## config.mk

```make
export PLATFORM = sky130hd
export DESIGN_NAME = scr_control_bank
export DESIGN_NICKNAME = d
export VERILOG_FILES = /design/src/logic/scr_tick_div.v /design/src/logic/scr_control_bank.v
export VERILOG_INCLUDE_DIRS = /design/src /design/src/logic
export SDC_FILE = /design/constraint.sdc
export NUM_CORES = 1
export LEC_CHECK = 0
export ABC_AREA = 1
export BUFFER_PORTS_ARGS = -buffer_cell sky130_fd_sc_hd__buf_2
export CAP_MARGIN = 20
export CORE_AREA = 2 2 153 192
export CTS_CLUSTER_SIZE = 14
export DETAILED_ROUTE_END_ITERATION = 12
export DIE_AREA = 0 0 155 194
export HOLD_SLACK_MARGIN = 0.02
export PLACE_DENSITY = 0.73
export SLEW_MARGIN = 20
export SYNTH_ARGS = -nofsm -noshare
export SYNTH_HDL_FRONTEND = slang
export SYNTH_SLANG_ARGS = --single-unit
export TNS_END_PERCENT = 100
```

## constraint.sdc

```tcl
create_clock -name sys_clk -period 5.1 [get_ports sys_clk]
set_clock_uncertainty 0.2 [all_clocks]
set_input_delay 0.765 -clock sys_clk [delete_from_list [all_inputs] [get_ports sys_clk]]
set_output_delay 0.765 -clock sys_clk [all_outputs]
set_load 0.1 [all_outputs]
```

## src/logic/scr_regs.vh

```
// Register addresses, field positions, codes and timing of the control bank
`ifndef SCR_REGS_VH
`define SCR_REGS_VH

// ==========================================================================
// Register addresses and power-up values
`define SCR_ADDR_HI        2
`define SCR_ADDR_LO        0
`define SCR_ADDR_REG0      3'h0
`define SCR_ADDR_REG1      3'h1
`define SCR_ADDR_REG2      3'h2
`define SCR_ADDR_REG3      3'h3
`define SCR_ADDR_REG5      3'h5
`define SCR_ADDR_READBACK  3'h6
`define SCR_NUM_REGS       6
`define SCR_RST_REG0       32'h007D0000
`define SCR_RST_REG1       32'h2000FFF9
`define SCR_RST_REG2       32'h00004042
`define SCR_RST_REG3       32'h0000000B
`define SCR_RST_REG4       32'h6180B23C
`define SCR_RST_REG5       32'h00400005
`define SCR_RST_N_FIELD    16'h00FA
`define SCR_RST_MOD_FIELD  12'hFFF
`define SCR_RST_RDIV_FIELD 10'h001
`define SCR_RST_CP_FIELD   4'h0

// ==========================================================================
// Field positions
`define SCR_INT_BIT        31
`define SCR_N_HI           30
`define SCR_N_LO           15
`define SCR_FRAC_HI        14
`define SCR_FRAC_LO        3
`define SCR_LIN_HI         30
`define SCR_LIN_LO         29
`define SCR_PTEST_HI       28
`define SCR_PTEST_LO       27
`define SCR_PHASE_HI       26
`define SCR_PHASE_LO       15
`define SCR_MOD_HI         14
`define SCR_MOD_LO         3
`define SCR_NOISE_HI       30
`define SCR_NOISE_LO       29
`define SCR_MUXL_HI        28
`define SCR_MUXL_LO        26
`define SCR_RDIV_HI        23
`define SCR_RDIV_LO        14
`define SCR_CP_HI          12
`define SCR_CP_LO          9
`define SCR_OSC_HI         31
`define SCR_OSC_LO         26
`define SCR_VAS_DIS_BIT    25
`define SCR_AUTOSELECT_TEMP_COMP_BIT   24
`define SCR_CDM_HI         16
`define SCR_CDM_LO         15
`define SCR_CLOCK_DIVIDER_VALUE_HI        14
`define SCR_CLOCK_DIVIDER_VALUE_LO        3
`define SCR_BSH_HI         25
`define SCR_BSH_LO         24
`define SCR_BSL_HI         19
`define SCR_BSL_LO         12
`define SCR_MUXH_BIT       18
`define SCR_F01_BIT        24
`define SCR_CONVERTER_START_BIT       6
`define SCR_CONVERTER_SOURCE_SELECT_HI        5
`define SCR_CONVERTER_SOURCE_SELECT_LO        3

// ==========================================================================
// Codes
`define SCR_SRC_TUNE       3'h4
`define SCR_SRC_TEMP       3'h1
`define SCR_CDM_PHASE      2'h2
`define SCR_NOISE_LOW      2'h0
`define SCR_NOISE_RSVD     2'h1
`define SCR_MUX_HIZ        4'h0
`define SCR_MUX_HIGH       4'h1
`define SCR_MUX_LOW        4'h2
`define SCR_MUX_DLOCK      4'h6
`define SCR_MUX_SYNC       4'h7
`define SCR_MUX_READ       4'hC
`define SCR_INT_N_MIN      16'h0010
`define SCR_FRAC_N_MIN     16'h0013
`define SCR_FRAC_N_MAX     16'h0FFB
`define SCR_MOD_MIN        12'h002
`define SCR_OSC_FIRST      6'h20
`define SCR_OSC_BITS       4'h6
`define SCR_VAS_STEPS      4'hA
`define SCR_ADC_STEPS      3'h7

// ==========================================================================
// Timing
`define SCR_SYS_CLK_MHZ    125
`define SCR_CONV_TIME_US   100
`define SCR_TEMP_TIME_MS   100

`endif

```

## src/logic/scr_tick_div.v

```verilog
// Programmable divider giving one tick every divisor clocks while enabled
`timescale 1ns/1ps
module scr_tick_div #(
    parameter WIDTH = 12
) (
    input  wire             sys_clk,
    input  wire             rst_n,
    input  wire             enable,
    input  wire [WIDTH-1:0] divisor,
    output reg              tick
);
    reg [WIDTH-1:0] count;

    // Restarts on enable so the first tick lands one full period later
    always @(posedge sys_clk or negedge rst_n) begin
        if (!rst_n) begin
            count <= {WIDTH{1'b0}};
            tick  <= 1'b0;
        end else if (!enable) begin
            count <= {WIDTH{1'b0}};
            tick  <= 1'b0;
        end else if (count + 1'b1 >= divisor) begin
            count <= {WIDTH{1'b0}};
            tick  <= 1'b1;
        end else begin
            count <= count + 1'b1;
            tick  <= 1'b0;
        end
    end
endmodule // scr_tick_div

```

## src/logic/scr_control_bank.v

```verilog
// Serial-programmed control bank with converter and autoselect sequencing
`timescale 1ns/1ps
`include "scr_regs.vh"

//Contract
// - 7-bit result readable at readback bits 22:16
// - Source code 100 selects tuning voltage
// - Source code 001 selects temperature sensor
// - Start bit begins conversion, done within 100 us
// - Register 0 write starts autoselect unless disabled
// - Autoselect disabled uses manual 6-bit oscillator field
// - Autoselect finishes in ten band-select clocks
// - Temperature compensation stretches acquisition to 100 ms
// - After lock, phase steps by programmed phase value
// - Sync mode: pin rising edge resets counters
// - Modulator offers low-noise and two dithering modes
// - Register contents kept in low power
// - Register 0 holds mode, integer and fraction
// - Bits 2:0 of each word address the register
// - Register 1 holds pump linearity and test mode
// - Modulus 2..4095, applied on next register 0 write
module scr_control_bank #(
    parameter CONV_CYCLES = `SCR_CONV_TIME_US * `SCR_SYS_CLK_MHZ,
    parameter TEMP_CYCLES = `SCR_TEMP_TIME_MS * `SCR_SYS_CLK_MHZ * 1000
) (
    input  wire        sys_clk,
    input  wire        rst_n,
    input  wire        ser_clk,
    input  wire        ser_data,
    input  wire        ser_le,
    input  wire        mux_in,
    output reg         mux_out,
    output reg         mux_oe,
    input  wire        tune_above_mid,
    input  wire [6:0]  tune_level,
    input  wire [6:0]  temp_level,
    output reg         integer_mode,
    output reg  [15:0] int_value,
    output reg  [11:0] frac_value,
    output reg  [11:0] modulus,
    output reg  [9:0]  ref_div,
    output reg  [3:0]  pump_current,
    output reg  [1:0]  pump_linearity,
    output reg  [1:0]  pump_test_mode,
    output reg  [1:0]  noise_mode,
    output reg  [5:0]  osc_select,
    output reg         autoselect_busy,
    output reg         phase_step,
    output reg  [11:0] phase_step_value,
    output reg         sync_reset,
    output reg         range_error
);
    localparam VAS_IDLE   = 2'h0;
    localparam VAS_SEARCH = 2'h1;
    localparam VAS_SETTLE = 2'h2;
    localparam [13:0] CONV_LIMIT = CONV_CYCLES[13:0];
    localparam [23:0] TEMP_LIMIT = TEMP_CYCLES[23:0];

    // 4-bit multipurpose pin function, split across two registers
    function [3:0] pin_function;
        input [31:0] r2;
        input [31:0] r5;
        begin
            pin_function = {r5[`SCR_MUXH_BIT], r2[`SCR_MUXL_HI:`SCR_MUXL_LO]};
        end
    endfunction

    // ======================================================================
    // Pin synchronisers
    // Level codes may tear across bits; converter samples them once, at the end of conversion
    reg  [18:0] pin_s1;
    reg  [18:0] pin_s2;
    reg  [18:0] pin_d;
    wire [18:0] pin_raw = {tune_above_mid, temp_level, tune_level,
                           mux_in, ser_le, ser_data, ser_clk};

    always @(posedge sys_clk or negedge rst_n) begin
        if (!rst_n) begin
            pin_s1 <= 19'h00000;
            pin_s2 <= 19'h00000;
            pin_d  <= 19'h00000;
        end else begin
            pin_s1 <= pin_raw;
            pin_s2 <= pin_s1;
            pin_d  <= pin_s2;
        end
    end

    wire       sclk_rise = pin_s2[0] & ~pin_d[0];
    wire       le_rise   = pin_s2[2] & ~pin_d[2];
    wire       mux_rise  = pin_s2[3] & ~pin_d[3];
    wire [6:0] tune_s    = pin_s2[10:4];
    wire [6:0] temp_s    = pin_s2[17:11];
    wire       above_s   = pin_s2[18];

    // ======================================================================
    // Serial shift and register store
    reg  [31:0] shift_in;
    reg  [31:0] regs [0:`SCR_NUM_REGS-1];
    wire [2:0]  waddr  = shift_in[`SCR_ADDR_HI:`SCR_ADDR_LO];
    wire        wr_any = le_rise && (waddr < `SCR_ADDR_READBACK);
    wire        wr0    = le_rise && (waddr == `SCR_ADDR_REG0);
    wire        wr3    = le_rise && (waddr == `SCR_ADDR_REG3);
    wire        wr5    = le_rise && (waddr == `SCR_ADDR_REG5);
    wire [3:0]  pin_fn = pin_function(regs[2], regs[5]);

    // Contents only change on writes, so low power keeps them
    always @(posedge sys_clk or negedge rst_n) begin
        if (!rst_n) begin
            shift_in <= 32'h00000000;
            regs[0]  <= `SCR_RST_REG0;
            regs[1]  <= `SCR_RST_REG1;
            regs[2]  <= `SCR_RST_REG2;
            regs[3]  <= `SCR_RST_REG3;
            regs[4]  <= `SCR_RST_REG4;
            regs[5]  <= `SCR_RST_REG5;
        end else begin
            if (sclk_rise)
                shift_in <= {shift_in[30:0], pin_s2[1]};
            if (wr_any)
                regs[waddr] <= shift_in;
        end
    end

    // ======================================================================
    // Active fields; buffered ones move only on a register 0 write
    wire [15:0] new_n   = shift_in[`SCR_N_HI:`SCR_N_LO];
    wire [11:0] new_f   = shift_in[`SCR_FRAC_HI:`SCR_FRAC_LO];
    wire        new_int = shift_in[`SCR_INT_BIT];
    wire [11:0] sh_mod  = regs[1][`SCR_MOD_HI:`SCR_MOD_LO];
    wire        auto_whole = regs[5][`SCR_F01_BIT] && (new_f == 12'h000);
    wire        int_eff = new_int | auto_whole;
    wire [1:0]  noise_f = regs[2][`SCR_NOISE_HI:`SCR_NOISE_LO];

    always @(posedge sys_clk or negedge rst_n) begin
        if (!rst_n) begin
            integer_mode   <= 1'b0;
            int_value      <= `SCR_RST_N_FIELD;
            frac_value     <= 12'h000;
            modulus        <= `SCR_RST_MOD_FIELD;
            ref_div        <= `SCR_RST_RDIV_FIELD;
            pump_current   <= `SCR_RST_CP_FIELD;
            range_error    <= 1'b0;
            pump_linearity <= 2'h0;
            pump_test_mode <= 2'h0;
            noise_mode     <= 2'h0;
        end else begin
            if (wr0) begin
                integer_mode <= int_eff;
                int_value    <= new_n;
                frac_value   <= new_f;
                modulus      <= sh_mod;
                ref_div      <= regs[2][`SCR_RDIV_HI:`SCR_RDIV_LO];
                pump_current <= regs[2][`SCR_CP_HI:`SCR_CP_LO];
                // Out-of-range values are flagged, not corrected
                range_error  <= (sh_mod < `SCR_MOD_MIN) ||
                    (new_int ? (new_n < `SCR_INT_N_MIN) :
                     (new_n < `SCR_FRAC_N_MIN || new_n > `SCR_FRAC_N_MAX));
            end
            pump_linearity <= regs[1][`SCR_LIN_HI:`SCR_LIN_LO];
            pump_test_mode <= regs[1][`SCR_PTEST_HI:`SCR_PTEST_LO];
            // Reserved code falls back to low-noise
            noise_mode <= (noise_f == `SCR_NOISE_RSVD) ?
                          `SCR_NOISE_LOW : noise_f;
        end
    end

    // ======================================================================
    // Oscillator autoselect
    reg  [1:0]  vas_state;
    reg  [3:0]  vas_step;
    reg  [5:0]  vas_mask;
    reg  [23:0] settle_cnt;
    reg         locked;
    wire        bs_tick;
    wire        vas_dis  = regs[3][`SCR_VAS_DIS_BIT];
    wire        autoselect_temp_comp = regs[3][`SCR_AUTOSELECT_TEMP_COMP_BIT];
    wire [9:0]  bs_div   = {regs[4][`SCR_BSH_HI:`SCR_BSH_LO],
                            regs[4][`SCR_BSL_HI:`SCR_BSL_LO]};

    scr_tick_div #(.WIDTH(10)) u_bs_div (
        .sys_clk (sys_clk),
        .rst_n   (rst_n),
        .enable  (vas_state == VAS_SEARCH),
        .divisor (bs_div),
        .tick    (bs_tick)
    );

    always @(posedge sys_clk or negedge rst_n) begin
        if (!rst_n) begin
            vas_state       <= VAS_IDLE;
            vas_step        <= 4'h0;
            vas_mask        <= 6'h00;
            settle_cnt      <= 24'h000000;
            osc_select      <= 6'h00;
            locked          <= 1'b0;
            autoselect_busy <= 1'b0;
        end else begin
            if (wr0 && !vas_dis) begin
                vas_state       <= VAS_SEARCH;
                vas_step        <= 4'h0;
                vas_mask        <= `SCR_OSC_FIRST;
                osc_select      <= `SCR_OSC_FIRST;
                locked          <= 1'b0;
                autoselect_busy <= 1'b1;
            end else if (vas_dis) begin
                vas_state       <= VAS_IDLE;
                osc_select      <= regs[3][`SCR_OSC_HI:`SCR_OSC_LO];
                locked          <= 1'b1;
                autoselect_busy <= 1'b0;
            end else begin
                case (vas_state)
                    VAS_SEARCH: begin
                        if (bs_tick) begin
                            vas_step <= vas_step + 1'b1;
                            // Binary search over core and sub-band bits
                            if (vas_step < `SCR_OSC_BITS) begin
                                osc_select <= (above_s ? osc_select :
                                    (osc_select & ~vas_mask)) |
                                    (vas_mask >> 1);
                                vas_mask <= vas_mask >> 1;
                            end
                            if (vas_step == `SCR_VAS_STEPS - 1'b1) begin
                                settle_cnt <= 24'h000000;
                                if (autoselect_temp_comp) begin
                                    vas_state <= VAS_SETTLE;
                                end else begin
                                    vas_state       <= VAS_IDLE;
                                    locked          <= 1'b1;
                                    autoselect_busy <= 1'b0;
                                end
                            end
                        end
                    end
                    VAS_SETTLE: begin
                        settle_cnt <= settle_cnt + 1'b1;
                        if (settle_cnt >= TEMP_LIMIT - 1'b1) begin
                            vas_state       <= VAS_IDLE;
                            locked          <= 1'b1;
                            autoselect_busy <= 1'b0;
                        end
                    end
                    default: begin
                        vas_state <= VAS_IDLE;
                    end
                endcase
            end
        end
    end

    // ======================================================================
    // Phase step and multi-device sync
    wire [1:0] old_cdm = regs[3][`SCR_CDM_HI:`SCR_CDM_LO];
    wire [1:0] new_cdm = shift_in[`SCR_CDM_HI:`SCR_CDM_LO];

    always @(posedge sys_clk or negedge rst_n) begin
        if (!rst_n) begin
            phase_step       <= 1'b0;
            phase_step_value <= 12'h000;
            sync_reset       <= 1'b0;
        end else begin
            // Only the entry into phase mode counts; host must first write a code other than 10
            phase_step <= wr3 && locked &&
                          (new_cdm == `SCR_CDM_PHASE) &&
                          (old_cdm != `SCR_CDM_PHASE);
            if (wr3 && locked && (new_cdm == `SCR_CDM_PHASE))
                phase_step_value <= regs[1][`SCR_PHASE_HI:`SCR_PHASE_LO];
            sync_reset <= (pin_fn == `SCR_MUX_SYNC) && mux_rise;
        end
    end

    // ======================================================================
    // Converter sequence
    reg         adc_busy;
    reg  [2:0]  adc_src;
    reg  [2:0]  adc_step;
    reg  [13:0] adc_time;
    reg  [6:0]  adc_result;
    wire        adc_tick;
    wire        adc_done;
    wire [2:0]  new_src  = shift_in[`SCR_CONVERTER_SOURCE_SELECT_HI:`SCR_CONVERTER_SOURCE_SELECT_LO];
    wire        start_up = wr5 && shift_in[`SCR_CONVERTER_START_BIT] &&
                           !regs[5][`SCR_CONVERTER_START_BIT];
    wire        src_ok   = (new_src == `SCR_SRC_TUNE) ||
                           (new_src == `SCR_SRC_TEMP);

    scr_tick_div #(.WIDTH(12)) u_adc_div (
        .sys_clk (sys_clk),
        .rst_n   (rst_n),
        .enable  (adc_busy),
        .divisor (regs[3][`SCR_CLOCK_DIVIDER_VALUE_HI:`SCR_CLOCK_DIVIDER_VALUE_LO]),
        .tick    (adc_tick)
    );

    // Hard cap keeps the bound even with a badly chosen divider
    assign adc_done = (adc_tick && adc_step == `SCR_ADC_STEPS - 1'b1) ||
                      (adc_time >= CONV_LIMIT - 1'b1);

    always @(posedge sys_clk or negedge rst_n) begin
        if (!rst_n) begin
            adc_busy   <= 1'b0;
            adc_src    <= 3'h0;
            adc_step   <= 3'h0;
            adc_time   <= 14'h0000;
            adc_result <= 7'h00;
        end else if (start_up && src_ok) begin
            adc_busy <= 1'b1;
            adc_src  <= new_src;
            adc_step <= 3'h0;
            adc_time <= 14'h0000;
        end else if (adc_busy) begin
            adc_time <= adc_time + 1'b1;
            if (adc_tick)
                adc_step <= adc_step + 1'b1;
            if (adc_done) begin
                adc_busy   <= 1'b0;
                adc_result <= (adc_src == `SCR_SRC_TUNE) ?
                              tune_s : temp_s;
            end
        end
    end

    // ======================================================================
    // Multipurpose pin output and readback shifter
    reg [31:0] rb_shift;

    always @(posedge sys_clk or negedge rst_n) begin
        if (!rst_n) begin
            rb_shift <= 32'h00000000;
            mux_out  <= 1'b0;
            mux_oe   <= 1'b0;
        end else begin
            if (le_rise && pin_fn == `SCR_MUX_READ)
                rb_shift <= {9'h000, adc_result, 13'h0000,
                             `SCR_ADDR_READBACK};
            else if (sclk_rise)
                rb_shift <= {rb_shift[30:0], 1'b0};
            case (pin_fn)
                `SCR_MUX_HIGH: begin
                    mux_out <= 1'b1;
                    mux_oe  <= 1'b1;
                end
                `SCR_MUX_LOW: begin
                    mux_out <= 1'b0;
                    mux_oe  <= 1'b1;
                end
                `SCR_MUX_DLOCK: begin
                    mux_out <= locked;
                    mux_oe  <= 1'b1;
                end
                `SCR_MUX_READ: begin
                    mux_out <= rb_shift[31];
                    mux_oe  <= 1'b1;
                end
                default: begin
                    // Sync input, high impedance and reserved codes
                    mux_out <= 1'b0;
                    mux_oe  <= 1'b0;
                end
            endcase
        end
    end
endmodule // scr_control_bank

```

Word level (Yosys, flattened, before mapping)
Cells that the tools add are included.
W data, S select, Z words.
{"block": "totals", "ff_bits": 472, "latch_bits": 0, "ramBits": 0, "romBits": 0, "input_bits": 21, "out_inout_bits": 85, "mem_count": 0}
{"block": "op_classes", "n_addsub": 6, "n_mul": 0, "div_mod_pow": 0, "n_lt_le_gt_ge": 12, "eq_ne": 24, "shifts": 0, "muxes": 65, "bitwise_logic": 14, "n_reduce_logical": 44}
{"cell": "$bwmux W192", "n": 1}
{"cell": "$demux W32 S3", "n": 1}
{"cell": "$mux W32", "n": 3}
{"cell": "$mux W6", "n": 11}
{"cell": "$mux W24", "n": 2}
{"cell": "$pmux W24 S2", "n": 1}
{"cell": "$lt A16 B5 Y1 const B", "n": 2}
{"cell": "$mux W14", "n": 2}
{"cell": "$add A24 B1 Y24 const B", "n": 1}
{"cell": "$ge A24 B24 Y1 const B", "n": 1}
{"cell": "$mux W12", "n": 2}
{"cell": "$mux W1", "n": 21}
{"cell": "$mux W10", "n": 2}
{"cell": "$gt A16 B12 Y1 const B", "n": 1}
{"cell": "$logic_and A1 B1 Y1", "n": 16}
{"cell": "$mux W4", "n": 4}
{"cell": "$ne A4 B4 Y1 const B", "n": 4}
{"cell": "$add A14 B1 Y14 const B", "n": 1}
{"cell": "$ge A14 B14 Y1 const B", "n": 1}
{"cell": "$mux W2", "n": 7}
{"cell": "$reduce_bool A2 Y1", "n": 7}
{"cell": "$add A12 B1 Y12 const B", "n": 1}
{"cell": "$eq A3 B3 Y1 const B", "n": 4}
{"cell": "$ge A12 B12 Y1", "n": 1}
{"cell": "42 further kinds", "n": 68}

Logic depth before layout (Yosys ltp)
{"block": "depth", "word_depth": 9, "ltp_mapped": 15, "ltp_nobuf": 15}

By module
A second synthesis with hierarchy kept.
{"block": "unflattened", "hier_cells": 1716, "area_unflattened_um2": 15584.9}
{"module": "scr_control_bank", "instances": 1, "cells_each": 1451, "area_per_inst_um2": 13670.6}
{"module": "scr_tick_div (u_adc_div)", "instances": 1, "cells_each": 154, "area_per_inst_um2": 1092.3}
{"module": "scr_tick_div (u_bs_div)", "instances": 1, "cells_each": 111, "area_per_inst_um2": 822.0}

Least setup slack after synthesis
OpenSTA, ideal clock, no wires.
{"block": "synth_timing", "path_type": "reg-to-reg", "from": "reg u_bs_div.count[0]", "to": "reg u_bs_div.count[0]", "setup_ns": 0.133, "t_arrival_ns": 2.225, "t_required_ns": 4.767, "setup_slack_ns": 2.542, "stages_incl_launch_ff": 14, "period_less_slack_ns": 2.558, "path_cell_list": "dfrtp_1 > ha_1 > nand3_1 > nor3_1 > nand2_1 > xor2_1 > inv_1 > ha_1 > nand2_1 > nor2_1 > o211ai_1 > o2111ai_1 > clkbuf_1 > nor3_1"}
{"block": "synth_between", "elab_chain_len": 4}
{"item": "from (decl)", "line_no": "scr_tick_div.v:12", "text": "reg [WIDTH-1:0] count;"}
{"item": "from (signal assigned)", "line_no": "scr_tick_div.v:17", "text": "count <= {WIDTH{1'b0}};"}
{"item": "from (signal assigned)", "line_no": "scr_tick_div.v:20", "text": "count <= {WIDTH{1'b0}};"}
{"item": "from (signal assigned)", "line_no": "scr_tick_div.v:23", "text": "count <= {WIDTH{1'b0}};"}
{"item": "$add A10 B1 Y10 *", "line_no": "scr_tick_div.v:22, scr_tick_div.v:26"}
{"item": "$ge A10 B10 Y1", "line_no": "scr_tick_div.v:22", "text": "end else if (count + 1'b1 >= divisor) begin"}
{"item": "$mux W10 *", "line_no": "scr_tick_div.v:22"}
{"item": "$mux W10 *", "line_no": "scr_tick_div.v:19", "text": "end else if (!enable) begin"}
Mark *: on every way between the ends. The rest lies on a longest branch, timed or not.
A chain may end at the register's enable or synchronous reset.

Worst setup path in the final report
{"block": "layout_timing", "from": "reg pin_s2[2]", "to": "reg phase_step_value[1]"}
{"block": "layout_between", "elab_chain_len": 4}
{"item": "from (decl)", "line_no": "scr_control_bank.v:72", "text": "reg [18:0] pin_s2;"}
{"item": "from (signal assigned)", "line_no": "scr_control_bank.v:84", "text": "pin_s2 <= pin_s1;"}
{"item": "$and A1 B1 Y1", "line_no": "scr_control_bank.v:90", "text": "wire le_rise = pin_s2[2] & ~pin_d[2];"}
{"item": "$logic_and A1 B1 Y1", "line_no": "scr_control_bank.v:103", "text": "wire wr3 = le_rise && (waddr == `SCR_ADDR_REG3);"}
{"item": "$logic_and A1 B1 Y1 (2 in series)", "line_no": "scr_control_bank.v:266", "text": "if (wr3 && locked && (new_cdm == `SCR_CDM_PHASE))"}
{"item": "to (signal assigned)", "line_no": "scr_control_bank.v:267", "text": "phase_step_value <= regs[1][`SCR_PHASE_HI:`SCR_PHASE_LO];"}
{"item": "to (decl)", "line_no": "scr_control_bank.v:49", "text": "output reg [11:0] phase_step_value,"}
Every way passes these cells.

==> results.ini <==
[final_layout]
seq_area_um2=9060
antenna_cells=0
area_delta_synth_final_pct=13.1
drive_above_1_share_pct=13.1
final_nets=1811
nFillCells=2375
multiInputGateArea_um2=5170

[grt]
antenna_found_initial=0
grt.total_usage_pct=21.5
grt_overflow=0
first_global_vias=10970
grt_max_degree=104
grt_pass1_wl_um=53000

[setup_path]
r2r_start=pin_s2[2]$_DFF_PN0_
critical-path-top-delay-family=simple AND/OR/NAND/NOR gates
crit_chain=inv_1 -> nor2_1 -> nand2_1 -> nor3_4 -> inv_2 -> nor2_2 -> nand3_2 -> nand2_1 -> o21ai_2
start_kind=register
cp.arrival_ps=3850
cp-end-kind=register
cpPeakStageDelay_ps=770
critPathMaxFanout=25
crit_start=pin_s2[2]$_DFF_PN0_
critical_path_class=reg -> reg
cp.required_ps=5300
cp_common_cell=nand2_1
critPathBufInv=2
slowest_stage=nor2_1

[die]
rows=69
ios=106
start_util_pct=54.2
dieHeight_um=194
core_area_um2=28200
die_area_um2=30100
fp.dieW_um=155

[route]
drtAntennaViolNets=0
vias=11318
dr.first_iter.drc_count=841
wl_per_cell_um=14.9
first_pass_iters=5
wirelength_um=31900
via_per_inst=5.29
drcViolationCount=0

[placement]
dp_hpwl_um=21500
routabilityCongestion=0.884
place_ws_ps=1570
port_buffers=105

[timing]
fmax_mhz=274
drv_slew=0
timing.final.ws_setup_ps=1450
fin_tns_setup_ps=0
finalCritPeriodShare_pct=71.6
hold_viol=0
hold_slack_ps=37.0
rsz0062_at_grt=false
setup_viol=0
tightest_slew_ps=1040
period_minus_slack_ps=3650
max_slew_margin_pct=30.2

[clock_tree]
cts_max_level=2
post_cts_resize_count=0
cts_made_buffers=36
cts.clk_slew.worst_paths_ps=60
cts_hold_buf=0
clkLatencyLatePin_ps=520
clock_path_buffers=3
cts-root-buf=clkbuf_16
cts_sinks=360
post_cts.repair.setup_buffers=0
cts_tree=built

[power_and_ir_drop]
ir_drop_v=0.000288
p_leak_nw=8.51
p_per_area_nw_per_um2=404

[synth]
synth_async_sr_flop_share_pct=100
ys_ff_latch=360
synth_area_per_cell_um2=9.17
yosys.area_share.simple_pct=18.6
synth-edff-count=0
syn_area_um2=15300
syn_inst=1669
ys_top_cells_by_area=dfrtp_1 (52%), nand2_1 (9.8%), dfstp_2 (6.7%), o21ai_0 (6.3%), inv_1 (5.2%)
netlist_top_cells_count=nand2_1 (400), dfrtp_1 (321), inv_1 (210), o21ai_0 (193), nor2_1 (113)
synth_nets=1722
synth-seq-area-share_pct=59.2
ys_warn_count=0
muxShareOfSynthArea_pct=0.523
synth_top_flop_cell=dfrtp_1
synth_xor_area_share_pct=1.20
ys_types=48
yosysTopAreaCell=dfrtp_1
synth-compound-area-share_pct=10.7
synth_fa_ha_area_share_pct=2.62
yosysMostFrequentCell=nand2_1
synth_top_area_share_pct=52.5
synth_top_family_by_area=simple AND/OR/NAND/NOR gates

[run]
maxCapViolCount=0

[status]
status=complete, no violations

[hold_path]
hp-class=in -> async

final cells by class:
cell class	count	share of cell area, %
clock buffer	48	5.76
tap	355	2.57
timing repair buffer	112	3.54
inverter	214	4.64
sequential	360	52.3
multi-input combinational	1034	29.9
clock inverter	15	1.27
per-layer routing:
layer / GRT usage (%) / wire, um / share of wire [%] / up-vias
li1: - / - / - / 5550
met3: 3.35 / 1200 / 3.8 / 66
met4: 7.30 / 925 / 2.9 / 0
met2: 36.7 / 16200 / 51 / 222
met1: 28.0 / 13600 / 43 / 5480
met5: 0 / 0 / 0 / -
path summary, 6_finish.rpt:
kind | to | cells past startpoint | slack (ps)
worst max-delay path | phase_step_value[1]$_DFFE_PN0P_ | 9 | 1450
worst min-delay path | ref_div[6]$_DFFE_PN0P_ | 1 | 40
worst max register to register | phase_step_value[1]$_DFFE_PN0P_ | 9 | 1450
worst min register to register | pin_s2[5]$_DFF_PN0_ | 0 | 150
max in group asynchronous | rb_shift[7]$_DFFE_PN0P_ | 2 | 3620
min in group sys_clk | pin_s2[5]$_DFF_PN0_ | 0 | 150
worst register-to-register path: cells and delay by family (launching register included):
| family | cells | cell delay, ps |
|---|---|---|
| simple gates | 6 | 2550 |
| buf+inv | 2 | 370 |
| flops | 1 | 350 |
| compound gates | 1 | 70 |
per-stage QoR:
stage                     instances  total power [mW]  utilization [%]  cell area [um2]
after detailed placement       2075              4.32             57.0            16100
after global routing           2138              7.27             61.3            17300
after floorplan                1669              4.04                -            15300
after global placement         2075              4.29             57.0            16100
after CTS                      2138              7.05             61.3            17300
final                          2138              7.00             61.3            17300
kinds of logic after synthesis:
group / count (synthesis)
simple gates: 665
flops: 360
compound gates: 308
buf+inv: 275
fa+ha+maj: 32
xor+xnor: 21
mux: 8
placed cells by master (no fill, tap or decap), types with 13 or more instances in the layout:
cell	instances
nand3_1	74
o21ai_0	193
buf_2	104
nand4_1	26
inv_1	209
ha_1	32
nor2_1	112
xor2_1	18
o21ai_1	13
dfstp_2	39
a31oi_1	23
clkbuf_16	37
a21oi_1	50
nand2_1	400
nor3_1	22
dfrtp_1	321
flip-flops by register name (all words and copies together) (netlist names), 12 cells and up:
name	count
regs	63
shift_in	32
rb_shift	31
settle_cnt	24
pin_s1	19
pin_s2	19
int_value	16
adc_time	14
frac_value	12
modulus	12
phase_step_value	12
u_adc_div.count	12
power breakdown:
group | internal, mW | leakage, nW | switching (mW)
Sequential | 3.06 | 4.74 | 0.135
Combinational | 0.186 | 3.17 | 0.890
Clock | 1.64 | 0.603 | 1.09
Note: power is estimated with default switching activity, not from simulation.
